--- src/gpc_pkg.sv ---
// Constants, register map and reset values for the GPIO port with change detection
// Functional notes
// - Direction 1 floats driver, 0 drives latch
// - Port read gives pins, write loads latch
// - Port write is read-modify-write of pins
// - Direction still governs driver on analog pins
// - Per-pin Schmitt or TTL input threshold select
// - Open-drain bit makes output sink only
// - Slew bit limits drive slew rate
// - Analog select makes digital reads zero
// - Analog select leaves digital output untouched
// - Analog select bits reset to analog mode
// - Pins float as inputs after reset
// - Per-pin rising and falling detectors, each enabled
// - Both enables set detect both edge directions
// - Master enable clear still sets flags, no irq
// - Enabled edge sets flag, irq if enabled
// - Summary flag is OR of pin flags
// - Writing zero clears flag, new edge wins
// - Enabled change interrupt wakes device from sleep
// - Sleep edge flag set before wake request
// - Threshold bit 1 Schmitt, 0 TTL
package gpc_pkg;

  localparam int          GPC_PINS          = 8;
  localparam int          GPC_AW            = 12;

  localparam logic [11:0] GPC_OFS_PIN       = 12'h000;
  localparam logic [11:0] GPC_OFS_LATCH     = 12'h004;
  localparam logic [11:0] GPC_OFS_DIR       = 12'h008;
  localparam logic [11:0] GPC_OFS_ANALOG    = 12'h00C;
  localparam logic [11:0] GPC_OFS_INLVL     = 12'h010;
  localparam logic [11:0] GPC_OFS_ODRAIN    = 12'h014;
  localparam logic [11:0] GPC_OFS_SLEW      = 12'h018;
  localparam logic [11:0] GPC_OFS_PULLUP    = 12'h01C;
  localparam logic [11:0] GPC_OFS_RISE      = 12'h020;
  localparam logic [11:0] GPC_OFS_FALL      = 12'h024;
  localparam logic [11:0] GPC_OFS_FLAG      = 12'h028;
  localparam logic [11:0] GPC_OFS_ICTRL     = 12'h02C;

  localparam logic [7:0]  GPC_RST_LATCH     = 8'h00;
  localparam logic [7:0]  GPC_RST_DIR       = 8'hFF;
  localparam logic [7:0]  GPC_RST_ANALOG    = 8'hFF;
  localparam logic [7:0]  GPC_RST_INLVL     = 8'h00;
  localparam logic [7:0]  GPC_RST_ODRAIN    = 8'h00;
  localparam logic [7:0]  GPC_RST_SLEW      = 8'hFF;
  localparam logic [7:0]  GPC_RST_PULLUP    = 8'h00;
  localparam logic [7:0]  GPC_RST_RISE      = 8'h00;
  localparam logic [7:0]  GPC_RST_FALL      = 8'h00;
  localparam logic [7:0]  GPC_RST_FLAG      = 8'h00;
  localparam logic        GPC_RST_IE        = 1'b0;

  localparam int          GPC_ICTRL_IE_BIT  = 0;
  localparam int          GPC_ICTRL_IF_BIT  = 1;
  localparam int          GPC_WMASK_LSB     = 8;

endpackage

--- src/gpc_sense_if.sv ---
// Interface between register logic and the per-pin input sense logic
`timescale 1ns/100ps
`default_nettype none
interface gpc_sense_if #(
  parameter int W = 8
);
  logic [W-1:0] thr_sel;
  logic [W-1:0] analog;
  logic [W-1:0] rise_en;
  logic [W-1:0] fall_en;
  logic [W-1:0] level;
  logic [W-1:0] rise_evt;
  logic [W-1:0] fall_evt;

  modport ctrl  (output thr_sel, output analog, output rise_en, output fall_en,
                 input level, input rise_evt, input fall_evt);
  modport sense (input thr_sel, input analog, input rise_en, input fall_en,
                 output level, output rise_evt, output fall_evt);
endinterface
`default_nettype wire

--- src/gpc_port.sv ---
// Top of the GPIO port: APB registers, pad control and change interrupt
//
// Decided for this implementation: the APB register port and the address map.
`timescale 1ns/100ps
`default_nettype none
module gpc_port
  import gpc_pkg::*;
#(
  parameter int W  = GPC_PINS,
  parameter int AW = GPC_AW
) (
  input  wire logic          pclk,
  input  wire logic          presetn,
  input  wire logic          psel,
  input  wire logic          penable,
  input  wire logic          pwrite,
  input  wire logic [AW-1:0] paddr,
  input  wire logic [31:0]   pwdata,
  input  wire logic [3:0]    pstrb,
  output logic      [31:0]   prdata,
  output logic               pready,
  output logic               pslverr,
  input  wire logic [W-1:0]  pad_st_in,
  input  wire logic [W-1:0]  pad_ttl_in,
  output logic      [W-1:0]  pad_out,
  output logic      [W-1:0]  pad_oe,
  output logic      [W-1:0]  pad_slew,
  output logic      [W-1:0]  pad_pullup,
  output logic      [W-1:0]  pad_analog,
  input  wire logic          sleep_active,
  output logic               change_irq,
  output logic               wake_req
);

  // Configuration and status registers
  logic [W-1:0]  latch_q;
  logic [W-1:0]  dir_q;
  logic [W-1:0]  analog_q;
  logic [W-1:0]  inlvl_q;
  logic [W-1:0]  odrain_q;
  logic [W-1:0]  slew_q;
  logic [W-1:0]  pullup_q;
  logic [W-1:0]  rise_q;
  logic [W-1:0]  fall_q;
  logic [W-1:0]  flag_q;
  logic [W-1:0]  flag_d;
  logic          ie_q;

  // Bus response registers
  logic [31:0]   prdata_q;
  logic          pready_q;
  logic          pslverr_q;

  // Pad and interrupt output registers
  logic [W-1:0]  pad_out_q;
  logic [W-1:0]  pad_oe_q;
  logic [W-1:0]  pad_slew_q;
  logic [W-1:0]  pad_pullup_q;
  logic [W-1:0]  pad_analog_q;
  logic          change_irq_q;
  logic          wake_req_q;

  // Bus decode
  logic          setup;
  logic          acc_wr;
  logic          lane0;
  logic          lane1;
  logic          addr_hit;
  logic [31:0]   rd_mux;
  logic [11:0]   ofs;
  logic          summary;
  logic          wr_pin;
  logic          wr_latch;
  logic          wr_dir;
  logic          wr_analog;
  logic          wr_inlvl;
  logic          wr_odrain;
  logic          wr_slew;
  logic          wr_pullup;
  logic          wr_rise;
  logic          wr_fall;
  logic          wr_flag;
  logic          wr_ictrl;

  // Pin sensing
  logic [W-1:0]  pin_level;
  logic [W-1:0]  edge_evt;
  logic [W-1:0]  pin_wmask;
  logic [W-1:0]  pin_wr_val;

  gpc_sense_if #(.W(W)) sense_if ();

  assign sense_if.thr_sel = inlvl_q;
  assign sense_if.analog  = analog_q;
  assign sense_if.rise_en = rise_q;
  assign sense_if.fall_en = fall_q;

  gpc_pin_sense #(
    .W (W)
  ) u_gpc_pin_sense (
    .clk     (pclk),
    .rst_n   (presetn),
    .pin_st  (pad_st_in),
    .pin_ttl (pad_ttl_in),
    .sn      (sense_if)
  );

  assign pin_level = sense_if.level;
  assign edge_evt  = sense_if.rise_evt | sense_if.fall_evt;
  assign summary   = |flag_q;

  // Address and phase decode
  assign ofs    = 12'(paddr);
  assign setup  = psel & ~penable;
  assign acc_wr = psel & penable & pready_q & pwrite;
  assign lane0  = pstrb[0];
  assign lane1  = pstrb[1];

  assign wr_pin    = acc_wr & lane0 & (ofs == GPC_OFS_PIN);
  assign wr_latch  = acc_wr & lane0 & (ofs == GPC_OFS_LATCH);
  assign wr_dir    = acc_wr & lane0 & (ofs == GPC_OFS_DIR);
  assign wr_analog = acc_wr & lane0 & (ofs == GPC_OFS_ANALOG);
  assign wr_inlvl  = acc_wr & lane0 & (ofs == GPC_OFS_INLVL);
  assign wr_odrain = acc_wr & lane0 & (ofs == GPC_OFS_ODRAIN);
  assign wr_slew   = acc_wr & lane0 & (ofs == GPC_OFS_SLEW);
  assign wr_pullup = acc_wr & lane0 & (ofs == GPC_OFS_PULLUP);
  assign wr_rise   = acc_wr & lane0 & (ofs == GPC_OFS_RISE);
  assign wr_fall   = acc_wr & lane0 & (ofs == GPC_OFS_FALL);
  assign wr_flag   = acc_wr & lane0 & (ofs == GPC_OFS_FLAG);
  assign wr_ictrl  = acc_wr & lane0 & (ofs == GPC_OFS_ICTRL);

  always_comb begin
    addr_hit = 1'b1;
    rd_mux   = 32'h0000_0000;
    case (ofs)
      GPC_OFS_PIN:    rd_mux[W-1:0] = pin_level;
      GPC_OFS_LATCH:  rd_mux[W-1:0] = latch_q;
      GPC_OFS_DIR:    rd_mux[W-1:0] = dir_q;
      GPC_OFS_ANALOG: rd_mux[W-1:0] = analog_q;
      GPC_OFS_INLVL:  rd_mux[W-1:0] = inlvl_q;
      GPC_OFS_ODRAIN: rd_mux[W-1:0] = odrain_q;
      GPC_OFS_SLEW:   rd_mux[W-1:0] = slew_q;
      GPC_OFS_PULLUP: rd_mux[W-1:0] = pullup_q;
      GPC_OFS_RISE:   rd_mux[W-1:0] = rise_q;
      GPC_OFS_FALL:   rd_mux[W-1:0] = fall_q;
      GPC_OFS_FLAG:   rd_mux[W-1:0] = flag_q;
      GPC_OFS_ICTRL: begin
        rd_mux[GPC_ICTRL_IE_BIT] = ie_q;
        rd_mux[GPC_ICTRL_IF_BIT] = summary;
      end
      default:        addr_hit = 1'b0;
    endcase
  end

  // Zero-wait-state APB answer, ready in the first access cycle
  always_ff @(posedge pclk or negedge presetn) begin
    if (!presetn) begin
      pready_q <= 1'b0;
    end else begin
      pready_q <= setup;
    end
  end

  always_ff @(posedge pclk or negedge presetn) begin
    if (!presetn) begin
      prdata_q <= 32'h0000_0000;
    end else if (setup) begin
      prdata_q <= pwrite ? 32'h0000_0000 : rd_mux;
    end
  end

  always_ff @(posedge pclk or negedge presetn) begin
    if (!presetn) begin
      pslverr_q <= 1'b0;
    end else if (setup) begin
      pslverr_q <= ~addr_hit;
    end else if (!psel) begin
      pslverr_q <= 1'b0;
    end
  end

  // Port write: sampled pins with the selected bits replaced
  always_comb begin
    pin_wmask  = lane1 ? pwdata[GPC_WMASK_LSB +: W] : {W{1'b1}};
    pin_wr_val = (pin_level & ~pin_wmask) | (pwdata[W-1:0] & pin_wmask);
  end

  // Output latch, written directly or through the port register
  always_ff @(posedge pclk or negedge presetn) begin
    if (!presetn) begin
      latch_q <= GPC_RST_LATCH;
    end else if (wr_pin) begin
      latch_q <= pin_wr_val;
    end else if (wr_latch) begin
      latch_q <= pwdata[W-1:0];
    end
  end

  always_ff @(posedge pclk or negedge presetn) begin
    if (!presetn) begin
      dir_q <= GPC_RST_DIR;
    end else if (wr_dir) begin
      dir_q <= pwdata[W-1:0];
    end
  end

  always_ff @(posedge pclk or negedge presetn) begin
    if (!presetn) begin
      analog_q <= GPC_RST_ANALOG;
    end else if (wr_analog) begin
      analog_q <= pwdata[W-1:0];
    end
  end

  // A threshold change can itself look like an edge on the pin
  always_ff @(posedge pclk or negedge presetn) begin
    if (!presetn) begin
      inlvl_q <= GPC_RST_INLVL;
    end else if (wr_inlvl) begin
      inlvl_q <= pwdata[W-1:0];
    end
  end

  always_ff @(posedge pclk or negedge presetn) begin
    if (!presetn) begin
      odrain_q <= GPC_RST_ODRAIN;
    end else if (wr_odrain) begin
      odrain_q <= pwdata[W-1:0];
    end
  end

  always_ff @(posedge pclk or negedge presetn) begin
    if (!presetn) begin
      slew_q <= GPC_RST_SLEW;
    end else if (wr_slew) begin
      slew_q <= pwdata[W-1:0];
    end
  end

  always_ff @(posedge pclk or negedge presetn) begin
    if (!presetn) begin
      pullup_q <= GPC_RST_PULLUP;
    end else if (wr_pullup) begin
      pullup_q <= pwdata[W-1:0];
    end
  end

  always_ff @(posedge pclk or negedge presetn) begin
    if (!presetn) begin
      rise_q <= GPC_RST_RISE;
    end else if (wr_rise) begin
      rise_q <= pwdata[W-1:0];
    end
  end

  always_ff @(posedge pclk or negedge presetn) begin
    if (!presetn) begin
      fall_q <= GPC_RST_FALL;
    end else if (wr_fall) begin
      fall_q <= pwdata[W-1:0];
    end
  end

  always_ff @(posedge pclk or negedge presetn) begin
    if (!presetn) begin
      ie_q <= GPC_RST_IE;
    end else if (wr_ictrl) begin
      ie_q <= pwdata[GPC_ICTRL_IE_BIT];
    end
  end

  // Change flags: software clears by writing zeros, a new edge always wins
  always_comb begin
    flag_d = flag_q;
    if (wr_flag) begin
      flag_d = flag_q & pwdata[W-1:0];
    end
    flag_d = flag_d | edge_evt;
  end

  always_ff @(posedge pclk or negedge presetn) begin
    if (!presetn) begin
      flag_q <= GPC_RST_FLAG;
    end else begin
      flag_q <= flag_d;
    end
  end

  // Interrupt and wake follow the stored flags, so flags lead by a cycle
  always_ff @(posedge pclk or negedge presetn) begin
    if (!presetn) begin
      change_irq_q <= 1'b0;
    end else begin
      change_irq_q <= ie_q & summary;
    end
  end

  always_ff @(posedge pclk or negedge presetn) begin
    if (!presetn) begin
      wake_req_q <= 1'b0;
    end else begin
      wake_req_q <= sleep_active & ie_q & summary;
    end
  end

  // Pad drive: latch data, direction gates the driver regardless of analog mode
  genvar p;
  generate
    for (p = 0; p < W; p++) begin : g_pad
      always_ff @(posedge pclk or negedge presetn) begin
        if (!presetn) begin
          pad_out_q[p] <= 1'b0;
          pad_oe_q[p]  <= 1'b0;
        end else if (odrain_q[p]) begin
          pad_out_q[p] <= 1'b0;
          pad_oe_q[p]  <= ~dir_q[p] & ~latch_q[p];
        end else begin
          pad_out_q[p] <= latch_q[p];
          pad_oe_q[p]  <= ~dir_q[p];
        end
      end
    end
  endgenerate

  always_ff @(posedge pclk or negedge presetn) begin
    if (!presetn) begin
      pad_slew_q   <= GPC_RST_SLEW;
      pad_pullup_q <= GPC_RST_PULLUP;
      pad_analog_q <= GPC_RST_ANALOG;
    end else begin
      pad_slew_q   <= slew_q;
      pad_pullup_q <= pullup_q;
      pad_analog_q <= analog_q;
    end
  end

  assign prdata     = prdata_q;
  assign pready     = pready_q;
  assign pslverr    = pslverr_q;
  assign pad_out    = pad_out_q;
  assign pad_oe     = pad_oe_q;
  assign pad_slew   = pad_slew_q;
  assign pad_pullup = pad_pullup_q;
  assign pad_analog = pad_analog_q;
  assign change_irq = change_irq_q;
  assign wake_req   = wake_req_q;

endmodule
`default_nettype wire

--- src/gpc_pin_sense.sv ---
// Per-pin input synchroniser, threshold select, analog mask and edge detectors
`timescale 1ns/100ps
`default_nettype none
module gpc_pin_sense
  import gpc_pkg::*;
#(
  parameter int W = GPC_PINS
) (
  input  wire logic      clk,
  input  wire logic      rst_n,
  input  wire logic [W-1:0] pin_st,
  input  wire logic [W-1:0] pin_ttl,
  gpc_sense_if.sense     sn
);

  genvar g;
  generate
    for (g = 0; g < W; g++) begin : g_pin
      logic st_s1_q;
      logic st_s2_q;
      logic ttl_s1_q;
      logic ttl_s2_q;
      logic lvl_q;
      logic prev_q;
      logic lvl_d;

      // Two-flop synchronisers on both comparator outputs
      always_ff @(posedge clk or negedge rst_n) begin
        if (!rst_n) begin
          st_s1_q  <= 1'b0;
          st_s2_q  <= 1'b0;
          ttl_s1_q <= 1'b0;
          ttl_s2_q <= 1'b0;
        end else begin
          st_s1_q  <= pin_st[g];
          st_s2_q  <= st_s1_q;
          ttl_s1_q <= pin_ttl[g];
          ttl_s2_q <= ttl_s1_q;
        end
      end

      // Threshold choice, then analog pins read as zero
      always_comb begin
        lvl_d = sn.thr_sel[g] ? st_s2_q : ttl_s2_q;
        if (sn.analog[g]) begin
          lvl_d = 1'b0;
        end
      end

      always_ff @(posedge clk or negedge rst_n) begin
        if (!rst_n) begin
          lvl_q  <= 1'b0;
          prev_q <= 1'b0;
        end else begin
          lvl_q  <= lvl_d;
          prev_q <= lvl_q;
        end
      end

      assign sn.level[g]    = lvl_q;
      assign sn.rise_evt[g] = sn.rise_en[g] & lvl_q & ~prev_q;
      assign sn.fall_evt[g] = sn.fall_en[g] & ~lvl_q & prev_q;
    end
  endgenerate

endmodule
`default_nettype wire

--- config.mk ---
export PLATFORM = sky130hd
export DESIGN_NAME = gpc_port
export DESIGN_NICKNAME = d
export VERILOG_FILES = /design/src/gpc_pkg.sv /design/src/gpc_sense_if.sv /design/src/gpc_port.sv /design/src/gpc_pin_sense.sv
export SDC_FILE = /design/constraint.sdc
export NUM_CORES = 1
export LEC_CHECK = 0
export BUFFER_PORTS_ARGS = -buffer_cell sky130_fd_sc_hd__buf_2
export CAP_MARGIN = 20
export CORE_MARGIN = 2
export CORE_UTILIZATION = 45
export DETAILED_ROUTE_END_ITERATION = 6
export GPL_ROUTABILITY_DRIVEN = 1
export GPL_TIMING_DRIVEN = 1
export PLACE_DENSITY = 0.74
export SKIP_CTS_REPAIR_TIMING = 1
export SLEW_MARGIN = 15
export SYNTH_ARGS = -nofsm -noshare
export SYNTH_HDL_FRONTEND = slang
export SYNTH_SLANG_ARGS = --single-unit
--- constraint.sdc ---
create_clock -name pclk -period 3.3 [get_ports pclk]
set_clock_uncertainty 0.15 [all_clocks]
set_input_delay 0.33 -clock pclk [delete_from_list [all_inputs] [get_ports pclk]]
set_output_delay 0.33 -clock pclk [all_outputs]
set_load 0.1 [all_outputs]
Word level (Yosys, flattened, before mapping)
Index checks and enable logic that the tools add are counted.
{ "op_classes": {"n_mux": 42, "n_eq_ne": 12, "reduce_logical": 4, "bitwise_logic": 101} }
{ "op_table": {"columns": ["op", "count"], "rows": [
  ["6-bit case mux with 11 select lines", 1],
  ["1-bit AND", 60],
  ["12-bit by 5-bit equality test with 1-bit output, second input constant", 4],
  ["12-bit by 6-bit equality test with 1-bit output, second input constant", 4],
  ["8-bit two-way mux", 5],
  ["1-bit two-way mux", 35],
  ["1-bit NOT", 34],
  ["8-bit AND", 3],
  ["12-bit by 4-bit equality test with 1-bit output, second input constant", 2],
  ["8-bit OR", 3],
  ["2-bit case mux with 12 select lines", 1],
  ["12-bit by 3-bit equality test with 1-bit output, second input constant", 1],
  ["12-bit logical NOT", 1],
  ["12-bit OR reduction", 1],
  ["8-bit NOT", 1],
  ["8-bit OR reduction", 1],
  ["2-bit by 1-bit != test with 1-bit output, second input constant", 1],
  ["2-bit nonzero test", 1]
]} }
{ "word_totals": {"input_bits": 70, "reg_bits": 205, "word_cells": 242} }

Logic depth before layout (Yosys ltp)
Gate-level depths: netlist of run 1.
{ "logic_depth": {"word_depth": 7, "ltp_mapped": 8, "mapped_depth_nobuf": 5} }

Modules after synthesis
From an unflattened synthesis of run 1, not the netlist that was laid out.
{ "unflattened": {"hier_cells": 572, "area_unflattened_um2": 7464.7} }
{ "by_module_without_submodules": {"columns": ["module", "area_each_um2", "n_inst", "seq_area_each_um2", "cells_each"], "rows": [
  ["gpc_port", 5972.0, 1, 3378.2, 469],
  ["gpc_pin_sense", 1492.7, 1, 1201.2, 103]
]} }

Worst setup path after synthesis of run 1
Ideal clock, no wire load.
{ "synth_path": {"kind": "register to register", "startpoint": "register pready_q, in the netlist pready", "endpoint": "register fall_q[1]", "stages_incl_launch_ff": 7, "path_buffers": 1, "synth_period_minus_slack_ns": 2.685, "arrival_ns": 2.410, "path_slack_ns": 0.615, "path_cell_list": "dfrtp_1 -> and3_1 -> and3_1 -> clkbuf_1 -> nand3_2 -> nor2_2 -> mux2_2"} }
{ "synth_between": {"elab_chain_len": 4} }
{ "synth_rtl": {"columns": ["element", "line", "rtl"], "rows": [
  ["start: declaration", "gpc_port.sv:51", "logic pready_q;"],
  ["start signal: assignment", "gpc_port.sv:160", "pready_q <= setup;"],
  ["1-bit AND (2 in a row)", "gpc_port.sv:115", "assign acc_wr = psel & penable & pready_q & pwrite;"],
  ["1-bit AND (2 in a row)", "gpc_port.sv:128", "assign wr_fall = acc_wr & lane0 & (ofs == GPC_OFS_FALL);"],
  ["end signal: assignment", "gpc_port.sv:260", "fall_q <= pwdata[W-1:0];"],
  ["end: declaration", "gpc_port.sv:44", "logic [W-1:0] fall_q;"]
]} }
No other way between the ends.
A chain may end at the register's enable or synchronous reset.

Worst setup path after layout of run 1
{ "layout_path": {"startpoint": "input paddr[1]", "endpoint": "register fall_q[3]"} }
{ "layout_between": {"elab_chain_len": 2} }
{ "layout_rtl": {"columns": ["element", "line", "rtl"], "rows": [
  ["start: declaration", "gpc_port.sv:17", "input wire logic [AW-1:0] paddr,"],
  ["12-bit by 6-bit equality test with 1-bit output", "gpc_port.sv:128", null],
  ["1-bit AND", "gpc_port.sv:128", null]
]} }
No other way between the ends.

==> summary.md, run 1 <==
| Metric | Value |
|---|---|
| Outcome | `completed` |
| EDFF count, synth | `0` |
| GRT Total Usage | `between 20% and 30%` |
| Die area | `17,610 um^2` |
| Top routing layer used | `met4` |
| Worst EP arrival | `2.57 ns` |
| Slowest CP cell | `or4_1` |
| RSZ-0062 raised after global routing | `no` |
| Synthesized netlist cell count | `560` |
| Ys flop type | `dfrtp_1` |
| Fin. Hold Viols | `0` |
| Wirelength per Cell | `20.00 um` |
| FMAX | `0.4138 GHz` |
| Detailed Route WL | `18,800 um` |
| Fin crit period | `2.417 ns` |
| Worst-path clk slew | `0.07 ns` |
| Critical Path Start Type | `input port` |
| Worst R2R Path Depth | `5` |
| R2r endpoint | `fall_q[3]$_DFFE_PN0P_` |
| Final nets | `777` |
| Avg Cell Area, Syn | `13.31 um^2` |
| Crit share post-route | `73.23%` |
| DP Wirelength | `~13,000 um` |
| DRT iter0 DRCs | `480` |
| Number of I/O pins | `between 100 and 150` |
| Synth area leaders | `dfrtp_1 (47%), dfstp_2 (14%), mux2_2 (11%), mux2i_1 (2.8%), buf_4 (2.5%)` |
| Worst-path maximum fanout | `9` |
| Root Buffer | `clkbuf_16` |
| Endpoints failing setup | `0` |
| Wire length on met2 | `8689 um` |
| Synth top cells by count | `dfrtp_1 (141), mux2_2 (71), dfstp_2 (40)` |
| Num rows | `between 40 and 50` |
| Total global routing overflow | `0` |
| Worst Setup End Kind | `register` |
| Vias in the first global route | `5,311` |
| H-Tree Depth | `4` |
| P per Cell Area | `491.7 nW/um^2` |
| Final core utilization | `54.89%` |
| Slew Limit Fails | `0` |
| Worst-Skew Late Latency | `0.43 ns` |
| Metal3 WL | `1474 um` |
| Hold Crit Class | `input port to register` |
| M1 WL | `8068 um` |
| CP max stage delay | `0.73 ns` |
| Sequential cell area fraction in the yosys report | `roughly three fifths` |
| Synth warn | `0` |
| Die Wd | `between 100 and 150 um` |
| Share of cells above drive strength 1 | `between 40% and 50%` |
| CTS tree | `yes` |
| Die Span Y | `132.7 um` |
| Cell Area, Synth | `7456 um^2` |
| Diodes inserted | `0` |
| Synth area leader | `dfrtp_1` |
| P_leak | `4.072 nW` |
| Clk sinks | `181` |
| Distinct cells, synth | `60` |
| Starting Density | `between 40 and 50%` |
| Reg2reg start | `pready$_DFF_PN0_` |
| Wire length of the first global-routing pass | `29,910 um` |
| Area growth syn-to-layout | `20.79%` |
| Critical Path RT | `around 3.5 ns` |
| Antenna violations before repair | `0` |
| Setup crit end | `fall_q[3]$_DFFE_PN0P_` |
| Slew headroom | `a little under three fifths` |
| Max Root-Sink Buffers | `2` |
| Drt drc | `0` |
| Peak supply drop | `~0.00035 V` |
| Kind of critical path | `input port to register` |
| Total CTS buffers | `17` |
| Synth top area share | `between 40% and 50%` |
| Routed vias/inst | `5.509` |
| Largest net degree at the start of global routing | `a little under 70` |
| Asr flop ratio synth | `100.0%` |
| # Max-Cap Violations | `0` |
| Final GP Congestion | `a little under 1` |
| Cell Chain, Critical Path | `buf_2 > or4_1 > nor2_8 > nand3_2 > nor2_2 > mux2_2` |
| Multi-input logic area | `2688 um^2` |
| ANT nets after route | `0` |
| Number of fill cells in the layout | `1,338` |
| Reg area | `4579 um^2` |
| Synth Register Bits | `between 150 and 200` |
| DR pass1 iterations | `5` |
| Worst Setup SP | `paddr[1]` |
| Core area | `roughly 16,000 um^2` |
| Worst slew pin tran | `~0.64 ns` |
| Setup TNS | `0 ns` |
| I/O Buffers | `~100` |
| Most frequent cell after synthesis | `dfrtp_1` |
| Via count | `5,178` |
| Worst reg2reg setup slack | `0.96 ns` |
## per-stage QoR
step	std cells	total power, mW	area [um^2]	hold slack (ns)	setup slack, ns
6_report	940	4.428	9006	0.02696	0.8835
4_1_cts	922	4.448	8826	-0.2499	0.9089
3_3_place_gp	890	2.626	8303	0.1830	0.5261
2_1_floorplan	583	2.527	7542	-0.1156	0.6154
5_1_grt	940	4.587	9006	0.01752	0.8484
3_5_place_dp	890	2.634	8303	0.1858	0.4707
## layout by cell type, fill, tap and decap left out, drive strengths merged, types with 3 or more instances in the layout
master / instances
o211ai: 9
clkbuf: 27
nand4: 3
a22o: 3
o21ai: 28
buf: 130
or4: 3
or3: 4
a32oi: 4
a22oi: 9
dfstp: 40
nor3: 8
nor2: 26
nand2: 27
clkinv: 3
nor4: 9
nand2b: 4
dfrtp: 141
nand3: 13
a31oi: 9
dlygate4sd3: 18
and3: 4
mux2i: 21
inv: 3
conb: 24
nand3b: 18
a21oi: 17
mux2: 71
nor3b: 3
nor2b: 10
o22ai: 4
mux4: 3
## area by class of cell
type,count,share of cell area [%]
flip-flops and latches,181,50.85
multi-input cells,356,29.84
repair buffers,148,10.32
clock buffers,27,5.474
well taps,220,3.056
clock inverters,5,0.3334
inverters,3,0.1250
## layer usage
layer | up-vias | global-route usage, %
met2 | 242 | 34.20
met1 | 2596 | 30.08
met5 | - | 0
met3 | 45 | 5.900
li1 | 2295 | -
met4 | 0 | 9.797
## kinds of logic after synthesis
logic type / count (synthesis) / share of synthesized area (%)
multiplexers: 95 / 14.45
AO/OA/AOI/OAI: 97 / 8.323
buffers and inverters: 46 / 3.692
other: 1 / 0.05030
AND/OR/NAND/NOR: 140 / 12.07
flip-flops: 181 / 61.42
## critical path, delay by kind of cell
kind	cells	cell delay, ns
AND/OR/NAND/NOR	4	1.72
multiplexers	1	0.41
buffers and inverters	1	0.10
## worst min path at each step
| stage | from | slack (ns) | cells after the start | endpoint |
|---|---|---|---|---|
| 5_1_grt | psel | 0.02 | 2 | pslverr$_DFFE_PN0P_ |
| 3_5_place_dp | u_gpc_pin_sense.g_pin[4].ttl_s1_q$_DFF_PN0_ | 0.19 | 0 | u_gpc_pin_sense.g_pin[4].ttl_s2_q$_DFF_PN0_ |
| 6_report | psel | 0.03 | 2 | pslverr$_DFFE_PN0P_ |
| 4_1_cts | presetn | -0.25 | 1 | pad_oe[5]$_DFF_PN0_ |
| 2_1_floorplan | presetn | -0.12 | 0 | change_irq$_DFF_PN0_ |
| 3_3_place_gp | u_gpc_pin_sense.g_pin[6].st_s1_q$_DFF_PN0_ | 0.18 | 0 | u_gpc_pin_sense.g_pin[6].st_s2_q$_DFF_PN0_ |
## power breakdown
| part | internal [mW] | switching, mW | total, mW |
|---|---|---|---|
| sequential | 2.25 | 0.0168 | 2.27 |
| combinational | 0.0754 | 0.267 | 0.343 |
| clock | 1.02 | 0.795 | 1.82 |
Power figures use the tool's default switching activity.
==> run 2: changes to the inputs <==
--- a/config.mk
+++ b/config.mk
@@ -12,7 +12,7 @@
 export DETAILED_ROUTE_END_ITERATION = 6
 export GPL_ROUTABILITY_DRIVEN = 1
 export GPL_TIMING_DRIVEN = 1
-export PLACE_DENSITY = 0.74
+export PLACE_DENSITY = 0.77
 export SKIP_CTS_REPAIR_TIMING = 1
 export SLEW_MARGIN = 15
 export SYNTH_ARGS = -nofsm -noshare
==> constraint.sdc (replaced) <==
create_clock -name pclk -period 2.14 [get_ports pclk]
set_clock_uncertainty 0.15 [all_clocks]
set_input_delay 0.214 -clock pclk [delete_from_list [all_inputs] [get_ports pclk]]
set_output_delay 0.214 -clock pclk [all_outputs]
set_load 0.1 [all_outputs]
==> summary.md, run 2 (same netlist as run 1, synthesis figures left out) <==
| Metric | Value |
|---|---|
| Final core utilization | `58.04% (was 54.89%)` |
| R2r endpoint | `slew_q[1]$_DFFE_PN1P_ (was fall_q[3]$_DFFE_PN0P_)` |
| Clk sinks | `181 (unchanged)` |
| Max Root-Sink Buffers | `2 (unchanged)` |
| Worst reg2reg setup slack | `0.11 ns (was 0.96 ns)` |
| Die Wd | `132.7 um (unchanged)` |
| P_leak | `4.337 nW (was 4.072 nW)` |
| Most common cell after layout, fill and taps aside | `dfrtp_1 (unchanged)` |
| Most frequent cells in the layout | `dfrtp_1 (140), buf_2 (102), mux2_2 (68) (was dfrtp_1 (141), buf_2 (102), mux2_2 (71))` |
| Setup TNS | `0 ns (unchanged)` |
| Violated checks | `negative hold slack` |
| DP Wirelength | `14,100 um (was 12,810 um)` |
| Starting Density | `45.44% (unchanged)` |
| Non-Filler Instances | `988 (was 940)` |
| Slew Limit Fails | `0 (unchanged)` |
| Critical Path Start Type | `input port (unchanged)` |
| Hold slack | `-0.003544 ns (was 0.02696 ns)` |
| Wire length of the first global-routing pass | `30,360 um (was 29,910 um)` |
| Worst-path clk slew | `0.07 ns (about the same)` |
| ANT nets after route | `0 (unchanged)` |
| Drt drc | `0 (unchanged)` |
| Slowest CP cell | `dlygate4sd3_1 (was or4_1)` |
| Kind of critical path | `input port to register (unchanged)` |
| Worst slew pin tran | `0.5637 ns (was 0.6407 ns)` |
| Worst Hold Depth | `2 (unchanged)` |
| Share of cells above drive strength 1 | `43.49% (was 40.00%)` |
| DR pass1 iterations | `5 (unchanged)` |
| Cell Chain, Critical Path | `dlygate4sd3_1 > buf_2 > and3_4 > and3_2 > nand3_4 > nor2_2 > buf_4 > mux2_2 (was buf_2 > or4_1 > nor2_8 > nand3_2 > nor2_2 > mux2_2)` |
| P per Cell Area | `757.6 nW/um^2 (was 491.7 nW/um^2)` |
| GRT Total Usage | `22.97% (was 22.30%)` |
| Critical Path RT | `2.35 ns (was 3.46 ns)` |
| Worst-path maximum fanout | `4 (was 9)` |
| Final nets | `825 (was 777)` |
| Slew headroom | `62.42% (was 57.15%)` |
| Die area | `17,610 um^2 (unchanged)` |
| Wirelength per Cell | `19.88 um (was 20.00 um)` |
| DP Cell Count | `928 (was 890)` |
| Fin. Hold Viols | `1 (was 0)` |
| Final GP Congestion | `0.9149 (was 0.9823)` |
| Worst-Skew Late Latency | `0.43 ns (about the same)` |
| Fin crit period | `2.050 ns` |
| Post-DP Area | `8646 um^2 (was 8303 um^2)` |
| Antenna violations before repair | `0 (unchanged)` |
| Hold Crit Class | `input port to register (unchanged)` |
| Core area | `16,410 um^2 (unchanged)` |
| I/O Buffers | `103 (unchanged)` |
| Via count | `5,374 (was 5,178)` |
| Root Buffer | `clkbuf_16 (unchanged)` |
| Number of I/O pins | `146 (unchanged)` |
| Area growth syn-to-layout | `27.72% (was 20.79%)` |
| FMAX | `0.4878 GHz` |
| Vias in the first global route | `5,397 (was 5,311)` |
| Total Power | `7.215 mW (was 4.428 mW)` |
| Total global routing overflow | `0 (unchanged)` |
| Worst R2R Path Depth | `6 (was 5)` |
| Routed vias/inst | `5.439 (was 5.509)` |
| H-Tree Depth | `4 (unchanged)` |
| Die Span Y | `132.7 um (unchanged)` |
| Fin area | `9523 um^2 (was 9006 um^2)` |
| Num rows | `47 (unchanged)` |
| # Max-Cap Violations | `0 (unchanged)` |
| Detailed Route WL | `19,640 um (was 18,800 um)` |
| Largest net degree at the start of global routing | `60 (was 69)` |
| Worst Setup End Kind | `register (unchanged)` |
| Endpoints failing setup | `0 (unchanged)` |
| CP max stage delay | `0.52 ns (was 0.73 ns)` |
| Peak supply drop | `0.0005525 V (was 0.0003459 V)` |
| Outcome | `finished with violations (was completed)` |
| Worst EP arrival | `2.26 ns (was 2.57 ns)` |
| Total CTS buffers | `17 (unchanged)` |
| CTS tree | `yes (unchanged)` |
| Crit share post-route | `95.80%` |
| WHS Endpoint | `rise_q[5]$_DFFE_PN0P_ (was pslverr$_DFFE_PN0P_)` |
| Diodes inserted | `0 (unchanged)` |
| Hold_sp | `pwdata[5] (was psel)` |
| Reg2reg start | `pready$_DFF_PN0_ (unchanged)` |
| DRT iter0 DRCs | `481 (was 480)` |
| Number of fill cells in the layout | `1,325 (was 1,338)` |
| RSZ-0062 raised after global routing | `no (unchanged)` |
-- run 2: changes by cell type in the layout (fill, tap and decap cells not counted), sizes merged --
| cell | previous run | this run |
|---|---|---|
| clkinvlp | 2 | 3 |
| dlygate4sd3 | 18 | 28 |
| buf | 130 | 168 |
| bufinv | 0 | 2 |
| inv | 3 | 5 |
| clkbuf | 27 | 22 |
-- run 2: critical path, delay by kind of cell --
family	cells	cell delay (ns)
mux	1	0.35
simple gates	4	0.83
buf+inv	3	0.85
-- run 2: cell type report --
cell class                      count  area, um^2  share of cell area [%]
Sequential cell                   181        4583                   48.13
Tap cell                          220       275.3                   2.891
Clock buffer                       22       474.2                   4.980
Multi-Input combinational cell    356        2718                   28.54
Timing Repair Buffer              196        1340                   14.07
Inverter                            3       11.26                  0.1182
Clock inverter                     10       121.4                   1.274
-- run 2: metrics by stage --
stage / setup slack, ns / hold slack (ns)
finish: 0.08995 / -0.003544
global route: 0.05350 / 0.01775
CTS: 0.01897 / -0.3812
detailed placement: -0.2146 / 0.08154
global placement: -0.2046 / 0.07234
floorplan: -0.07429 / -0.2316
-- run 2: how the worst max path moves through the flow --
stage / from / cells past startpoint / to / slack (ns)
floorplan: pready$_DFF_PN0_ / 6 / rise_q[1]$_DFFE_PN0P_ / -0.07
global placement: paddr[1] / 8 / slew_q[3]$_DFFE_PN1P_ / -0.20
detailed placement: paddr[1] / 8 / slew_q[1]$_DFFE_PN1P_ / -0.21
CTS: pready$_DFF_PN0_ / 6 / slew_q[1]$_DFFE_PN1P_ / 0.02
global route: psel / 8 / slew_q[2]$_DFFE_PN1P_ / 0.05
finish: psel / 8 / slew_q[1]$_DFFE_PN1P_ / 0.09
-- run 2: layer usage --
metal	wire [um]	track usage, %
met1	8414	31.35
met3	1451	5.402
met4	534	10.04
met2	9239	35.35
met5	0	0
-- run 2: report_power, final --
group | switching [mW] | internal [mW] | total (mW) | leakage (nW)
registers | 0.0261 | 3.47 | 3.50 | 2.18
clock network | 1.31 | 1.82 | 3.13 | 0.285
logic | 0.427 | 0.155 | 0.582 | 1.87
